==> config.mk <==
export PLATFORM = sky130hd
export DESIGN_NAME = apc_top
export DESIGN_NICKNAME = d
export VERILOG_FILES = /design/src/apc_pkg.sv /design/src/apc_clkgen.sv /design/src/apc_fmt.sv /design/src/apc_top.sv
export SDC_FILE = /design/constraint.sdc
export NUM_CORES = 1
export LEC_CHECK = 0
export BUFFER_PORTS_ARGS = -buffer_cell sky130_fd_sc_hd__buf_4
export CELL_PAD_IN_SITES_DETAIL_PLACEMENT = 1
export CELL_PAD_IN_SITES_GLOBAL_PLACEMENT = 2
export CORE_ASPECT_RATIO = 1.2
export CORE_UTILIZATION = 37
export DETAILED_ROUTE_END_ITERATION = 10
export PLACE_DENSITY = 0.79
export SYNTH_ARGS = -nofsm -noshare
export SYNTH_HDL_FRONTEND = slang
export SYNTH_HIERARCHICAL = 1
export SYNTH_SLANG_ARGS = --single-unit
==> constraint.sdc <==
create_clock -name pclk -period 4.44 [get_ports pclk]
set_input_delay 0 -clock pclk [delete_from_list [all_inputs] [get_ports pclk]]
set_output_delay 0 -clock pclk [all_outputs]
set_load 0.02 [all_outputs]
==> src/apc_pkg.sv <==
// Constants, types and register map of the converter control block
//
// Notes on behaviour
// Pin disable register one holds bits for channels 0 to 7.
// Pin disable register two holds bits for channels 8 to 15.
// Pin disable register three holds bits for channels 16 to 23.
// Bit 0 keeps port control of the pin; bit 1 removes it.
// Converter disabled in reset and while channel select is all ones.
// Between conversions the converter stays idle at lowest power.
// Successive approximation gives 12 raw bits, or 9 in 8-bit mode.
// In 10-bit mode the raw result is rounded to 10 bits.
// In 8-bit mode the raw result is rounded to 8 bits, low only.
// Storing a result sets the complete flag; interrupt if enabled.
// Compare enable checks every result against the compare value.
// Four selectable clock sources, divided to make the converter clock.
// After reset the bus clock is the selected source.
// One source is the bus clock halved, giving division up to 16.
// One source is the alternate clock supplied from outside.
// Internal asynchronous clock keeps running in wait and stop3.
// Divider divides the selected source by 1, 2, 4 or 8.
// Software keeps the converter clock inside its allowed range.
// Source codes: 00 bus, 01 bus/2, 10 alternate, 11 asynchronous.
// Divide codes 00, 01, 10, 11 mean 1, 2, 4, 8.
// Mode codes: 00 8-bit, 01 12-bit, 10 10-bit, 11 reserved.
// Set bit tristates pin output, blocks its input, drops pullup.
// One override output per channel comes straight from its bit.
// Interrupt stays high while flag and enable are both set.
package apc_pkg;

	// Register byte offsets
	localparam logic [7:0] OFS_CTRL = 8'h00;
	localparam logic [7:0] OFS_CMPCTL = 8'h04;
	localparam logic [7:0] OFS_RES_HI = 8'h08;
	localparam logic [7:0] OFS_RES_LO = 8'h0c;
	localparam logic [7:0] OFS_CV_HI = 8'h10;
	localparam logic [7:0] OFS_CV_LO = 8'h14;
	localparam logic [7:0] OFS_CFG = 8'h18;
	localparam logic [7:0] OFS_PD0 = 8'h1c;
	localparam logic [7:0] OFS_PD1 = 8'h20;
	localparam logic [7:0] OFS_PD2 = 8'h24;

	// Field positions
	localparam int CTRL_CONVERSION_COMPLETE_FLAG = 7;
	localparam int CTRL_IEN = 6;
	localparam int CTRL_CONT = 5;
	localparam int CMP_EN = 5;
	localparam int CMP_GT = 4;
	localparam int CFG_LPC = 7;
	localparam int CFG_DIV = 5;
	localparam int CFG_LSMP = 4;
	localparam int CFG_MODE = 2;
	localparam int CFG_ICLK = 0;

	// Values after reset
	localparam logic [4:0] CH_OFF = 5'h1f;
	localparam logic [7:0] RST_CFG = 8'h00;
	localparam logic [7:0] RST_REG = 8'h00;

	// Sample phase length in converter clock ticks
	localparam logic [4:0] SAMP_SHORT = 5'h04;
	localparam logic [4:0] SAMP_LONG = 5'h18;

	// Edges to wait after a trial code before its comparator answer is used
	localparam logic [2:0] CMP_SETTLE = 3'h3;

	typedef enum logic [1:0] {
		MODE_8 = 2'b00,
		MODE_12 = 2'b01,
		MODE_10 = 2'b10,
		MODE_RSV = 2'b11
	} apc_mode_t;

	typedef enum logic [1:0] {
		SRC_BUS = 2'b00,
		SRC_BUS2 = 2'b01,
		SRC_ALT = 2'b10,
		SRC_ASYNC = 2'b11
	} apc_src_t;

	typedef enum logic [1:0] {
		ST_IDLE = 2'b00,
		ST_SAMPLE = 2'b01,
		ST_CONVERT = 2'b11,
		ST_STORE = 2'b10
	} apc_state_t;

	// Signals towards the analog core
	typedef struct packed {
		logic enable;
		logic active;
		logic sample;
		logic low_power;
		logic [4:0] channel;
		logic [11:0] dac_code;
	} apc_ana_t;

	typedef struct packed {
		logic [7:0] hi;
		logic [7:0] lo;
	} apc_res_t;

endpackage

==> src/apc_clkgen.sv <==
// Converter clock source selection and divider
`timescale 1ns/100ps
module apc_clkgen
	import apc_pkg::*;
(
	// Clock and reset
	input wire logic pclk,
	input wire logic presetn,
	// Configuration
	input wire logic [1:0] src_sel,
	input wire logic [1:0] div_sel,
	input wire logic run,
	// Outside clocks
	input wire logic alternate_clock,
	input wire logic internal_async_clock,
	// One pulse per converter clock period
	output logic tick
);

	logic alt_s1_q, alt_s2_q, alt_s3_q;
	logic asy_s1_q, asy_s2_q, asy_s3_q;
	logic half_q;
	logic src_tick;
	logic [2:0] cnt_q;
	logic [2:0] last;
	logic tick_q;

	always_ff @(posedge pclk or negedge presetn) begin
		if (!presetn) begin
			alt_s1_q <= 1'b0;
			alt_s2_q <= 1'b0;
			alt_s3_q <= 1'b0;
			asy_s1_q <= 1'b0;
			asy_s2_q <= 1'b0;
			asy_s3_q <= 1'b0;
		end else begin
			alt_s1_q <= alternate_clock;
			alt_s2_q <= alt_s1_q;
			alt_s3_q <= alt_s2_q;
			asy_s1_q <= internal_async_clock;
			asy_s2_q <= asy_s1_q;
			asy_s3_q <= asy_s2_q;
		end
	end

	always_ff @(posedge pclk or negedge presetn) begin
		if (!presetn) begin
			half_q <= 1'b0;
		end else begin
			half_q <= ~half_q;
		end
	end

	always_comb begin
		case (apc_src_t'(src_sel))
			SRC_BUS: src_tick = 1'b1;
			SRC_BUS2: src_tick = half_q;
			SRC_ALT: src_tick = alt_s2_q & ~alt_s3_q;
			SRC_ASYNC: src_tick = asy_s2_q & ~asy_s3_q;
			default: src_tick = 1'b1;
		endcase
	end

	// Ratio minus one: 0, 1, 3, 7
	assign last = 3'(({1'b0, 3'h1} << div_sel) - 4'h1);

	always_ff @(posedge pclk or negedge presetn) begin
		if (!presetn) begin
			cnt_q <= 3'h0;
			tick_q <= 1'b0;
		end else if (!run) begin
			cnt_q <= 3'h0;
			tick_q <= 1'b0;
		end else begin
			tick_q <= src_tick && (cnt_q == last);
			if (src_tick) begin
				cnt_q <= (cnt_q == last) ? 3'h0 : cnt_q + 3'h1;
			end
		end
	end

	assign tick = tick_q;

endmodule

==> src/apc_fmt.sv <==
// Result rounding per conversion mode and automatic compare
`timescale 1ns/100ps
module apc_fmt
	import apc_pkg::*;
(
	// Raw result and mode
	input wire logic [1:0] mode,
	input wire logic [11:0] raw,
	// Compare setup
	input wire logic [7:0] cv_hi,
	input wire logic [7:0] cv_lo,
	input wire logic cmp_gt,
	// Formatted result
	output apc_res_t res,
	output logic cmp_hit
);

	logic [9:0] r10;
	logic [7:0] r8;
	logic [11:0] val;
	logic [11:0] cv;

	// Round half up, saturating at full scale
	assign r10 = (&raw[11:2]) ? raw[11:2] : raw[11:2] + {9'h0, raw[1]};
	assign r8 = (&raw[11:4]) ? raw[11:4] : raw[11:4] + {7'h0, raw[3]};

	always_comb begin
		case (apc_mode_t'(mode))
			MODE_10: begin
				res.hi = {6'h0, r10[9:8]};
				res.lo = r10[7:0];
				cv = {2'h0, cv_hi[1:0], cv_lo};
			end
			MODE_8: begin
				res.hi = 8'h00;
				res.lo = r8;
				cv = {4'h0, cv_lo};
			end
			default: begin
				res.hi = {4'h0, raw[11:8]};
				res.lo = raw[7:0];
				cv = {cv_hi[3:0], cv_lo};
			end
		endcase
		val = {res.hi[3:0], res.lo};
		cmp_hit = cmp_gt ? (val >= cv) : (val < cv);
	end

endmodule

==> src/apc_top.sv <==
// Converter control: register slave, conversion sequencer, pin override
`timescale 1ns/100ps
module apc_top
	import apc_pkg::*;
(
	// Clock and reset
	input wire logic pclk,
	input wire logic presetn,
	// APB slave
	input wire logic [7:0] paddr,
	input wire logic psel,
	input wire logic penable,
	input wire logic pwrite,
	input wire logic [31:0] pwdata,
	output logic [31:0] prdata,
	output logic pready,
	output logic pslverr,
	// Analog core
	input wire logic cmp_above,
	output apc_ana_t ana,
	output logic conv_clk_tick,
	output logic async_clk_req,
	// Outside clock sources
	input wire logic alternate_clock,
	input wire logic internal_async_clock,
	// Pad overrides, one per channel
	output logic [23:0] pin_disable,
	// Completion interrupt
	output logic irq
);

	function automatic logic hit(input logic [7:0] a, input logic [7:0] o);
		hit = (a == o);
	endfunction

	function automatic logic mapped(input logic [7:0] a);
		mapped = hit(a, OFS_CTRL) || hit(a, OFS_CMPCTL) ||
			hit(a, OFS_RES_HI) || hit(a, OFS_RES_LO) ||
			hit(a, OFS_CV_HI) || hit(a, OFS_CV_LO) ||
			hit(a, OFS_CFG) || hit(a, OFS_PD0) ||
			hit(a, OFS_PD1) || hit(a, OFS_PD2);
	endfunction

	// Bus state
	logic pready_q;
	logic pslverr_q;
	logic [31:0] prdata_q;
	logic [7:0] rdata;
	logic wr_fire;
	logic rd_fire;
	logic ack;

	// Software registers
	logic ien_q;
	logic cont_q;
	logic [4:0] chan_q;
	logic cmp_en_q;
	logic cmp_gt_q;
	logic [7:0] cv_hi_q;
	logic [7:0] cv_lo_q;
	logic [7:0] cfg_q;
	logic [7:0] pd0_q;
	logic [7:0] pd1_q;
	logic [7:0] pd2_q;

	// Conversion state
	apc_state_t state_q;
	logic [11:0] code_q;
	logic [3:0] bit_q;
	logic [4:0] samp_q;
	apc_res_t res_q;
	logic conversion_complete_flag_q;
	logic lock_q;
	logic irq_q;
	apc_ana_t ana_q;
	logic async_req_q;
	logic cmp_s1_q;
	logic cmp_s2_q;
	logic [2:0] settle_q;

	// Derived
	logic [1:0] mode;
	logic [3:0] lsb;
	logic tick;
	logic step;
	logic start;
	logic abort;
	logic store;
	logic blocked;
	logic store_ok;
	apc_res_t fmt_res;
	logic fmt_hit;
	logic [11:0] kept;

	assign mode = cfg_q[CFG_MODE +: 2];
	// 9-bit search stops at bit 3 so the code stays left aligned
	assign lsb = (apc_mode_t'(mode) == MODE_8) ? 4'h3 : 4'h0;

	// Access phase is two cycles: pready rises in the second
	assign ack = psel && penable && pready_q;
	assign wr_fire = ack && pwrite;
	assign rd_fire = ack && !pwrite;

	always_comb begin
		rdata = 8'h00;
		case (paddr)
			OFS_CTRL: rdata = {conversion_complete_flag_q, ien_q, cont_q, chan_q};
			OFS_CMPCTL: rdata = {2'h0, cmp_en_q, cmp_gt_q, 4'h0};
			OFS_RES_HI: rdata = res_q.hi;
			OFS_RES_LO: rdata = res_q.lo;
			OFS_CV_HI: rdata = cv_hi_q;
			OFS_CV_LO: rdata = cv_lo_q;
			OFS_CFG: rdata = cfg_q;
			OFS_PD0: rdata = pd0_q;
			OFS_PD1: rdata = pd1_q;
			OFS_PD2: rdata = pd2_q;
			default: rdata = 8'h00;
		endcase
	end

	always_ff @(posedge pclk or negedge presetn) begin
		if (!presetn) begin
			pready_q <= 1'b0;
			pslverr_q <= 1'b0;
			prdata_q <= 32'h0000_0000;
		end else begin
			pready_q <= psel && penable && !pready_q;
			if (psel && penable && !pready_q) begin
				pslverr_q <= !mapped(paddr);
				prdata_q <= pwrite ? 32'h0000_0000 : {24'h0, rdata};
			end else begin
				pslverr_q <= 1'b0;
				prdata_q <= 32'h0000_0000;
			end
		end
	end

	// Control and compare registers
	always_ff @(posedge pclk or negedge presetn) begin
		if (!presetn) begin
			ien_q <= 1'b0;
			cont_q <= 1'b0;
			chan_q <= CH_OFF;
			cmp_en_q <= 1'b0;
			cmp_gt_q <= 1'b0;
			cv_hi_q <= RST_REG;
			cv_lo_q <= RST_REG;
		end else if (wr_fire) begin
			if (hit(paddr, OFS_CTRL)) begin
				ien_q <= pwdata[CTRL_IEN];
				cont_q <= pwdata[CTRL_CONT];
				chan_q <= pwdata[4:0];
			end
			if (hit(paddr, OFS_CMPCTL)) begin
				cmp_en_q <= pwdata[CMP_EN];
				cmp_gt_q <= pwdata[CMP_GT];
			end
			if (hit(paddr, OFS_CV_HI)) begin
				cv_hi_q <= pwdata[7:0];
			end
			if (hit(paddr, OFS_CV_LO)) begin
				cv_lo_q <= pwdata[7:0];
			end
		end
	end

	// Configuration; source select comes out of reset on the bus clock
	always_ff @(posedge pclk or negedge presetn) begin
		if (!presetn) begin
			cfg_q <= RST_CFG;
		end else if (wr_fire && hit(paddr, OFS_CFG)) begin
			cfg_q <= pwdata[7:0];
		end
	end

	// Pin disable registers
	always_ff @(posedge pclk or negedge presetn) begin
		if (!presetn) begin
			pd0_q <= RST_REG;
			pd1_q <= RST_REG;
			pd2_q <= RST_REG;
		end else if (wr_fire) begin
			if (hit(paddr, OFS_PD0)) begin
				pd0_q <= pwdata[7:0];
			end
			if (hit(paddr, OFS_PD1)) begin
				pd1_q <= pwdata[7:0];
			end
			if (hit(paddr, OFS_PD2)) begin
				pd2_q <= pwdata[7:0];
			end
		end
	end

	// Bit n high takes pad n away from port control
	assign pin_disable = {pd2_q, pd1_q, pd0_q};

	// Comparator output from the analog core is asynchronous
	always_ff @(posedge pclk or negedge presetn) begin
		if (!presetn) begin
			cmp_s1_q <= 1'b0;
			cmp_s2_q <= 1'b0;
		end else begin
			cmp_s1_q <= cmp_above;
			cmp_s2_q <= cmp_s1_q;
		end
	end

	apc_clkgen u_clkgen (
		.pclk(pclk),
		.presetn(presetn),
		.src_sel(cfg_q[CFG_ICLK +: 2]),
		.div_sel(cfg_q[CFG_DIV +: 2]),
		.run(state_q != ST_IDLE),
		.alternate_clock(alternate_clock),
		.internal_async_clock(internal_async_clock),
		.tick(tick)
	);

	apc_fmt u_fmt (
		.mode(mode),
		.raw(code_q),
		.cv_hi(cv_hi_q),
		.cv_lo(cv_lo_q),
		.cmp_gt(cmp_gt_q),
		.res(fmt_res),
		.cmp_hit(fmt_hit)
	);

	// Any write to control, compare or configuration restarts or stops
	assign start = wr_fire && hit(paddr, OFS_CTRL) &&
		(pwdata[4:0] != CH_OFF);
	assign abort = wr_fire && (hit(paddr, OFS_CTRL) ||
		hit(paddr, OFS_CMPCTL) || hit(paddr, OFS_CV_HI) ||
		hit(paddr, OFS_CV_LO) || hit(paddr, OFS_CFG));
	assign store = (state_q == ST_STORE) && !abort;
	assign blocked = lock_q && (apc_mode_t'(mode) != MODE_8);
	assign store_ok = store && !blocked && (!cmp_en_q || fmt_hit);
	// Trial bit survives only when the input is above the trial level
	assign kept = cmp_s2_q ? code_q : (code_q & ~(12'h001 << bit_q));
	// Register out, core and two sync stages: decide only once settled
	assign step = tick && (settle_q == 3'h0);

	// Successive approximation sequencer
	always_ff @(posedge pclk or negedge presetn) begin
		if (!presetn) begin
			state_q <= ST_IDLE;
			code_q <= 12'h000;
			bit_q <= 4'h0;
			samp_q <= 5'h00;
			settle_q <= 3'h0;
		end else if (start) begin
			state_q <= ST_SAMPLE;
			code_q <= 12'h000;
			bit_q <= 4'hb;
			samp_q <= cfg_q[CFG_LSMP] ? SAMP_LONG : SAMP_SHORT;
		end else if (abort) begin
			state_q <= ST_IDLE;
		end else begin
			case (state_q)
				ST_IDLE: begin
					state_q <= ST_IDLE;
				end
				ST_SAMPLE: begin
					if (tick) begin
						samp_q <= samp_q - 5'h01;
						if (samp_q == 5'h01) begin
							state_q <= ST_CONVERT;
							settle_q <= CMP_SETTLE;
							code_q <= 12'h800;
							bit_q <= 4'hb;
						end
					end
				end
				ST_CONVERT: begin
					if (step) begin
						settle_q <= CMP_SETTLE;
						if (bit_q == lsb) begin
							code_q <= kept;
							state_q <= ST_STORE;
						end else begin
							code_q <= kept | (12'h001 << (bit_q - 4'h1));
							bit_q <= bit_q - 4'h1;
						end
					end else if (settle_q != 3'h0) begin
						settle_q <= settle_q - 3'h1;
					end
				end
				ST_STORE: begin
					// A blocked result is dropped and another one started
					if (blocked || cont_q) begin
						state_q <= ST_SAMPLE;
						code_q <= 12'h000;
						samp_q <= cfg_q[CFG_LSMP] ? SAMP_LONG : SAMP_SHORT;
					end else begin
						state_q <= ST_IDLE;
					end
				end
				default: begin
					state_q <= ST_IDLE;
				end
			endcase
		end
	end

	// Result registers change only when a result is accepted
	always_ff @(posedge pclk or negedge presetn) begin
		if (!presetn) begin
			res_q <= '0;
		end else if (store_ok) begin
			res_q <= fmt_res;
		end
	end

	// Reading the high byte outside 8-bit mode holds off new results until the low byte
	always_ff @(posedge pclk or negedge presetn) begin
		if (!presetn) begin
			lock_q <= 1'b0;
		end else if (rd_fire && hit(paddr, OFS_RES_LO)) begin
			lock_q <= 1'b0;
		end else if (rd_fire && hit(paddr, OFS_RES_HI) &&
			(apc_mode_t'(mode) != MODE_8)) begin
			lock_q <= 1'b1;
		end
	end

	// Complete flag: a new result wins over the clearing read of the low byte
	always_ff @(posedge pclk or negedge presetn) begin
		if (!presetn) begin
			conversion_complete_flag_q <= 1'b0;
		end else if (store_ok) begin
			conversion_complete_flag_q <= 1'b1;
		end else if (abort || (rd_fire && hit(paddr, OFS_RES_LO))) begin
			conversion_complete_flag_q <= 1'b0;
		end
	end

	always_ff @(posedge pclk or negedge presetn) begin
		if (!presetn) begin
			irq_q <= 1'b0;
		end else begin
			irq_q <= conversion_complete_flag_q && ien_q;
		end
	end

	// Analog core controls, all registered
	always_ff @(posedge pclk or negedge presetn) begin
		if (!presetn) begin
			ana_q <= '0;
			async_req_q <= 1'b0;
		end else begin
			ana_q.enable <= (chan_q != CH_OFF);
			ana_q.active <= (state_q != ST_IDLE);
			ana_q.sample <= (state_q == ST_SAMPLE);
			ana_q.low_power <= cfg_q[CFG_LPC];
			ana_q.channel <= chan_q;
			ana_q.dac_code <= code_q;
			// Request ignores wait and stop3 so the source keeps running
			async_req_q <= (state_q != ST_IDLE) &&
				(apc_src_t'(cfg_q[CFG_ICLK +: 2]) == SRC_ASYNC);
		end
	end

	assign prdata = prdata_q;
	assign pready = pready_q;
	assign pslverr = pslverr_q;
	assign ana = ana_q;
	assign conv_clk_tick = tick;
	assign async_clk_req = async_req_q;
	assign irq = irq_q;

endmodule

==> results of run 1 <==
critical path, cell delays in order (launching register included):
cell and delay (ps):
dfrtp_1 650, and3_1 410, nand2_1 140, nor3_1 240, o21ai_1 120, and3_1 260
ha_1 320, a21o_1 160, nand3_1 80, a21oi_1 90, nor4b_1 320, a211o_1 170
nand2b_1 140, and4_1 190, buf_4 270, mux2_2 380
cell usage in the layout, fill, tap and decap left out, types with 5 or more instances in the layout:
cell	netlist	layout
a31oi_1	17	17
inv_1	25	25
clkbuf_16	0	17
dfrtp_1	142	142
mux2_2	76	76
nand3b_1	5	5
nand2_1	61	61
mux2i_1	15	15
ha_1	27	27
o22ai_1	6	6
nand4_1	5	5
a21oi_1	25	25
dfstp_2	5	5
a32o_1	8	8
nand2b_1	6	6
a22oi_1	10	10
nor2_1	34	34
and2_1	7	7
nor3_1	18	18
a22o_1	6	6
o21ai_0	18	18
nand3_1	18	18
buf_4	30	91
a221oi_1	5	5
and3_1	18	18
dlygate4sd3_1	0	17
conb_1	2	28
nor3b_1	6	6
power by group through the flow:
| stage | Combinational (W) | Sequential (W) | Clock, W |
|---|---|---|---|
| after floorplan | 0.000572 | 0.00159 | 0 |
| after global placement | 0.000848 | 0.00161 | 0 |
| after detailed placement | 0.000884 | 0.00162 | 0 |
| after CTS | 0.000900 | 0.00159 | 0.00149 |
| after global routing | 0.000995 | 0.00161 | 0.00154 |
| final | 0.000898 | 0.00159 | 0.00146 |
flip-flops by register name, indices dropped and copies added, names as in the netlist, 5 cells and up:
register / cells
res_q: 16
pd0_q: 8
cv_lo_q: 8
cfg_q: 8
pd2_q: 8
chan_q: 5
code_q: 12
cv_hi_q: 8
prdata: 8
samp_q: 5
pd1_q: 8
ana: 21
cells by family after synthesis:
kind of cell / count (synthesis)
other: 2
multiplexers: 91
buffers and inverters: 83
adder cells (fa/ha/maj): 27
AO/OA/AOI/OAI: 152
AND/OR/NAND/NOR: 220
XOR/XNOR: 8
flip-flops: 147
metrics by stage:
| stage | setup WS [ps] | area [µm²] | total power [W] |
|---|---|---|---|
| final | 367 | 9440 | 0.00395 |
| after global routing | 109 | 9440 | 0.00415 |
| after CTS | 368 | 9440 | 0.00398 |
| after detailed placement | 414 | 8670 | 0.00250 |
| after global placement | 555 | 8670 | 0.00246 |
| after floorplan | 892 | 7990 | 0.00216 |
worst min path at each step:
| stage | start | endpoint | slack [ps] | cells past startpoint |
|---|---|---|---|---|
| after global placement | internal_async_clock | u_clkgen/asy_s1_q | 110 | 1 |
| after floorplan | presetn | ana[0] | -300 | 0 |
| after detailed placement | cmp_above | cmp_s1_q | 110 | 1 |
| final | paddr[0] | prdata[7] | 40 | 4 |
| after CTS | paddr[0] | prdata[7] | 20 | 4 |
| after global routing | pwrite | lock_q | 70 | 4 |
cell type report:
class	instances	area [µm²]
Tap cell	270	338
Fill cell	2281	11500
Clock buffer	19	453
Clock inverter	13	149
Sequential cell	147	3680
Inverter	26	97.6
Multi-Input combinational cell	526	3850
Timing Repair Buffer	109	865
metal layers:
layer  vias up  GRT usage, %  share of wire [%]
met5         -             0                  0
met4         0          10.6                3.4
met3        37          2.93                2.8
met2       138          40.3                 53
met1      3094          26.9                 41
li1       2834             -                  -
==> flow_summary.toml, run 1 <==
[sta]
max_slew_margin_pct = 31.7
fin_setup_tns_ps = 0
fin_crit_ps = 4070
tightest_slew_ps = 1020
clock_skew_ps = 11.5
drv_slew = 0
fin_hold_ws_ps = 43.5
finalCritPeriodShare_pct = 91.7
setup_viol = 0
rsz0062_at_grt = "no"
hold_violations = 0
fmax_ghz = 0.246

[finish]
final_util_pct = 45.2
fin_cells = 1110
fin_nets = 902
antennaDiodeCount = 0
area_growth_pct = 19.7
final_layout_size_suffix_gt1_share_pct = 27.3

[worst_setup_path]
critPathArrivalTime_ps = 4370
r2r_end = "res_q[10]"
r2r-start = "code_q[6]"
required_ps = 4740
endpoint = "res_q[10]"
start_kind = "register"
cp-end-kind = "register"
r2r_cells = 15
critPathMaxFanout = 16
reg2reg_slack_ps = 370
startpoint = "code_q[6]"
crit_type = "reg -> reg"

[yosys]
synth_most_common_cell = "dfrtp_1"
synth_top_area_share_pct = 45.0
postSynth.asyncResetShare_pct = 100
yosys.area_share.simple_pct = 15.4
synth_common_cells = "dfrtp_1, mux2_2, nand2_1, nor2_1, buf_4"
synthAdderAreaFrac_pct = 4.28
synth_xor_xnor_area_share_pct = 0.888
synth_cell_types = 81
synth_edf_count = 0
syn-cell-area_um2 = 7890
synthTopCellsByArea = "dfrtp_1, mux2_2, ha_1, nand2_1, buf_4"
synth_ff_type = "dfrtp_1"
synth_compound_area_share_pct = 14.2
ys_warn_count = 6
synth_top_family_by_area = "simple AND/OR/NAND/NOR gates"
synth_area_leader_cell = "dfrtp_1"
ys_ff_latch = 147
avgSynthCellArea_um2 = 10.8
synth.area.mux_share_pct = 12.8
yosysSeqAreaShare_pct = 46.7
synth_cells = 730

[global_route]
overflow = 0
grtUsageTotal_pct = 22.7
antenna_found_initial = 0
grt_pass1_wl_mm = 37.7
grt_max_degree = 111
grt_pass1_vias = 6546

[cts]
cts_sinks = 147
post-cts-setup-buffers = 0
clock_latency_ps = 420
cts-root-buf = "clkbuf_16"
clk_pin_slew_ps = 70
hold_buffers = 17
cts_inserted_buffers = 17
htreeDepth = 4
cts-resized-gates = 0
clockBufferDepth = 2
tritoncts = "built"

[die]
fp.coreArea_um2 = 20900
fp-row-count = 58
die-area_um2 = 21900
fp.dieW_um = 135
start_util_pct = 37.7
die_h_um = 162
ioPinCount = 130

[placed_design]
routabilityCongestion = 0.867
dp_hpwl_mm = 17.5
dpl.cell_count = 1061
port_buffers = 81

[drt]
routed_wl_mm = 23.6
drc = 0
viasPerCell = 5.50
firstDrtPassIters = 5
vias = 6103
drt-initial-drc-count = 256
routedWlPerCell_um = 21.3
final_antenna_net_count = 0

[job]
max_cap_violations = 0

[pwr]
power_leakage_nw = 4.39
peakVddDrop_v = 0.000269
switching_power_w = 0.00126
seq_power_share_pct = 40.4
p_sw_share_pct = 31.8
power_density_nw_per_um2 = 418
share_comb_of_total_power_pct = 22.8
clock_power_share_pct = 36.9
p_int_w = 0.00269

[status]
status = "complete, no violations"

[worst_hold_path]
min_path_type = "in -> reg"
No activity file was read; power rests on OpenSTA's default activity.
==> run 2: changes to the inputs <==
Settings changed: CORE_UTILIZATION 37 to 33, PLACE_DENSITY 0.79 to 0.74.
Clock period 4.44 ns to 3.7 ns, I/O delays scaled along.
==> flow_summary.toml, run 2 (synthesized netlist as in run 1, its figures left out) <==
[finish]
antennaDiodeCount = 0
fillCellCount = 2617
fin_nets = 925
multi_input_area_um2 = 3940
final_layout_size_suffix_gt1_share_pct = 31.5
final_cell_mix = "dfrtp_1, buf_4, mux2_2, nand2_1, nor2_1"
final_util_pct = 42.0
area_growth_pct = 24.3
final_common_cell = "dfrtp_1"
largest_reg_flops = 21
fin_cells = 1178
ff_latch_area_um2 = 3690

[placed_design]
routabilityCongestion = 0.851
dpl.cell_count = 1124
pre_cts_slack_ps = -114
dp_hpwl_mm = 18.5
port_buffers = 81

[cts]
cts-root-buf = "clkbuf_16"
clock_latency_ps = 430
cts_sinks = 147
clockBufferDepth = 2
clk_pin_slew_ps = 70
tritoncts = "built"
cts_inserted_buffers = 17
htreeDepth = 4

[global_route]
grt_max_degree = 103
grt_pass1_vias = 6765
use_met1_pct = 24.6
gr-usage-met3_pct = 3.17
antenna_found_initial = 0
overflow = 0
use_met2_pct = 39.2
grt_pass1_wl_mm = 39.2
grtUsageTotal_pct = 21.3
busiest_layer = "met2"

[pwr]
peakVddDrop_v = 0.000330
power_density_nw_per_um2 = 500
power_leakage_nw = 4.54

[die]
fp-row-count = 61
fp.coreArea_um2 = 23400
fp.dieW_um = 143
die_h_um = 171
ioPinCount = 130
start_util_pct = 33.8
die-area_um2 = 24500

[drt]
drc = 0
firstDrtPassIters = 4
routedWlPerCell_um = 21.4
viasPerCell = 5.35
vias = 6301
final_antenna_net_count = 0
routed_wl_mm = 25.2
drt-initial-drc-count = 262

[sta]
clock_skew_ps = 10.9
finalCritPeriodShare_pct = 97.1
timing.final.ws_setup_ps = 109
rsz0062_at_grt = "no"
tightest_slew_ps = 978
hold_violations = 0
max_slew_margin_pct = 34.8
setup_viol = 0
drv_slew = 0
fin_crit_ps = 3590
fmax_ghz = 0.278

[status]
status = "complete, no violations"

[worst_setup_path]
r2r_end = "res_q[14]"
critPathArrivalTime_ps = 3900
reg2reg_slack_ps = 110
critPathMaxFanout = 8
required_ps = 4010
r2r_cells = 16
cp-end-kind = "register"
endpoint = "res_q[14]"
startpoint = "code_q[4]"
crit_type = "reg -> reg"
start_kind = "register"
r2r-start = "code_q[4]"

[worst_hold_path]
min_path_type = "in -> reg"

[job]
max_cap_violations = 0
run 2: worst min-delay path by stage:
stage | from | to | slack, ps | cells after the start
floorplan | presetn | ana[0] | -300 | 0
global placement | internal_async_clock | u_clkgen/asy_s1_q | 110 | 1
detailed placement | cmp_above | cmp_s1_q | 110 | 1
CTS | paddr[1] | prdata[7] | 20 | 4
global route | paddr[0] | prdata[7] | 50 | 4
finish | paddr[1] | prdata[7] | 40 | 4
run 2: where the power goes:
group / total, W / switching (W) / internal [W] / leakage, nW
logic: 0.00117 / 0.000688 / 0.000480 / 2.32
clock network: 0.00185 / 0.000769 / 0.00108 / 0.298
registers: 0.00188 / 0.000129 / 0.00175 / 1.92
total: 0.00490 / 0.00159 / 0.00332 / 4.54
run 2: layer usage:
metal | vias to the layer above | share of wire (%)
li1 | 2885 | -
met1 | 3229 | 41
met2 | 141 | 53
met3 | 46 | 3.0
met4 | 0 | 3.3
met5 | - | 0
run 2: area by class of cell:
class,count,area share [%]
Clock inverter,15,1.95
Inverter,26,0.995
Sequential cell,147,37.6
Multi-Input combinational cell,526,40.2
Tap cell,315,4.02
Clock buffer,17,4.34
Timing Repair Buffer,132,10.9
run 2: per-stage QoR:
stage | instance area [µm²] | hold slack, ps | TNS (ps) | total power, W
3_3_place_gp | 8870 | 109 | 0 | 0.00298
5_1_grt | 9810 | 50.4 | 0 | 0.00514
4_1_cts | 9680 | 18.6 | 0 | 0.00492
3_5_place_dp | 8870 | 112 | -1650 | 0.00303
6_report | 9810 | 35.2 | 0 | 0.00490
2_1_floorplan | 7990 | -296 | 0 | 0.00260
run 2: timing repair:
action | in CTS | in global routing
gates resized for setup | 2 | 22
hold buffers | 18 | 0
hold endpoints to repair | 163 | 0
buffers inserted | 0 | 3
pin swaps | 0 | 4
cloned | 0 | 1
endpoints found under the setup margin | 16 | 16
run 2: critical path: stages (launching register included):
cell,delay [ps]
dfrtp_2,460
ha_1,220
and2_2,230
buf_4,150
a21oi_1,160
o22ai_1,80
and3_1,200
ha_4,230
a21o_1,160
nand3_1,80
a21oi_1,90
nor4b_2,310
a211o_1,170
nand2b_4,130
and4_4,280
clkbuf_16,190
mux2_2,340
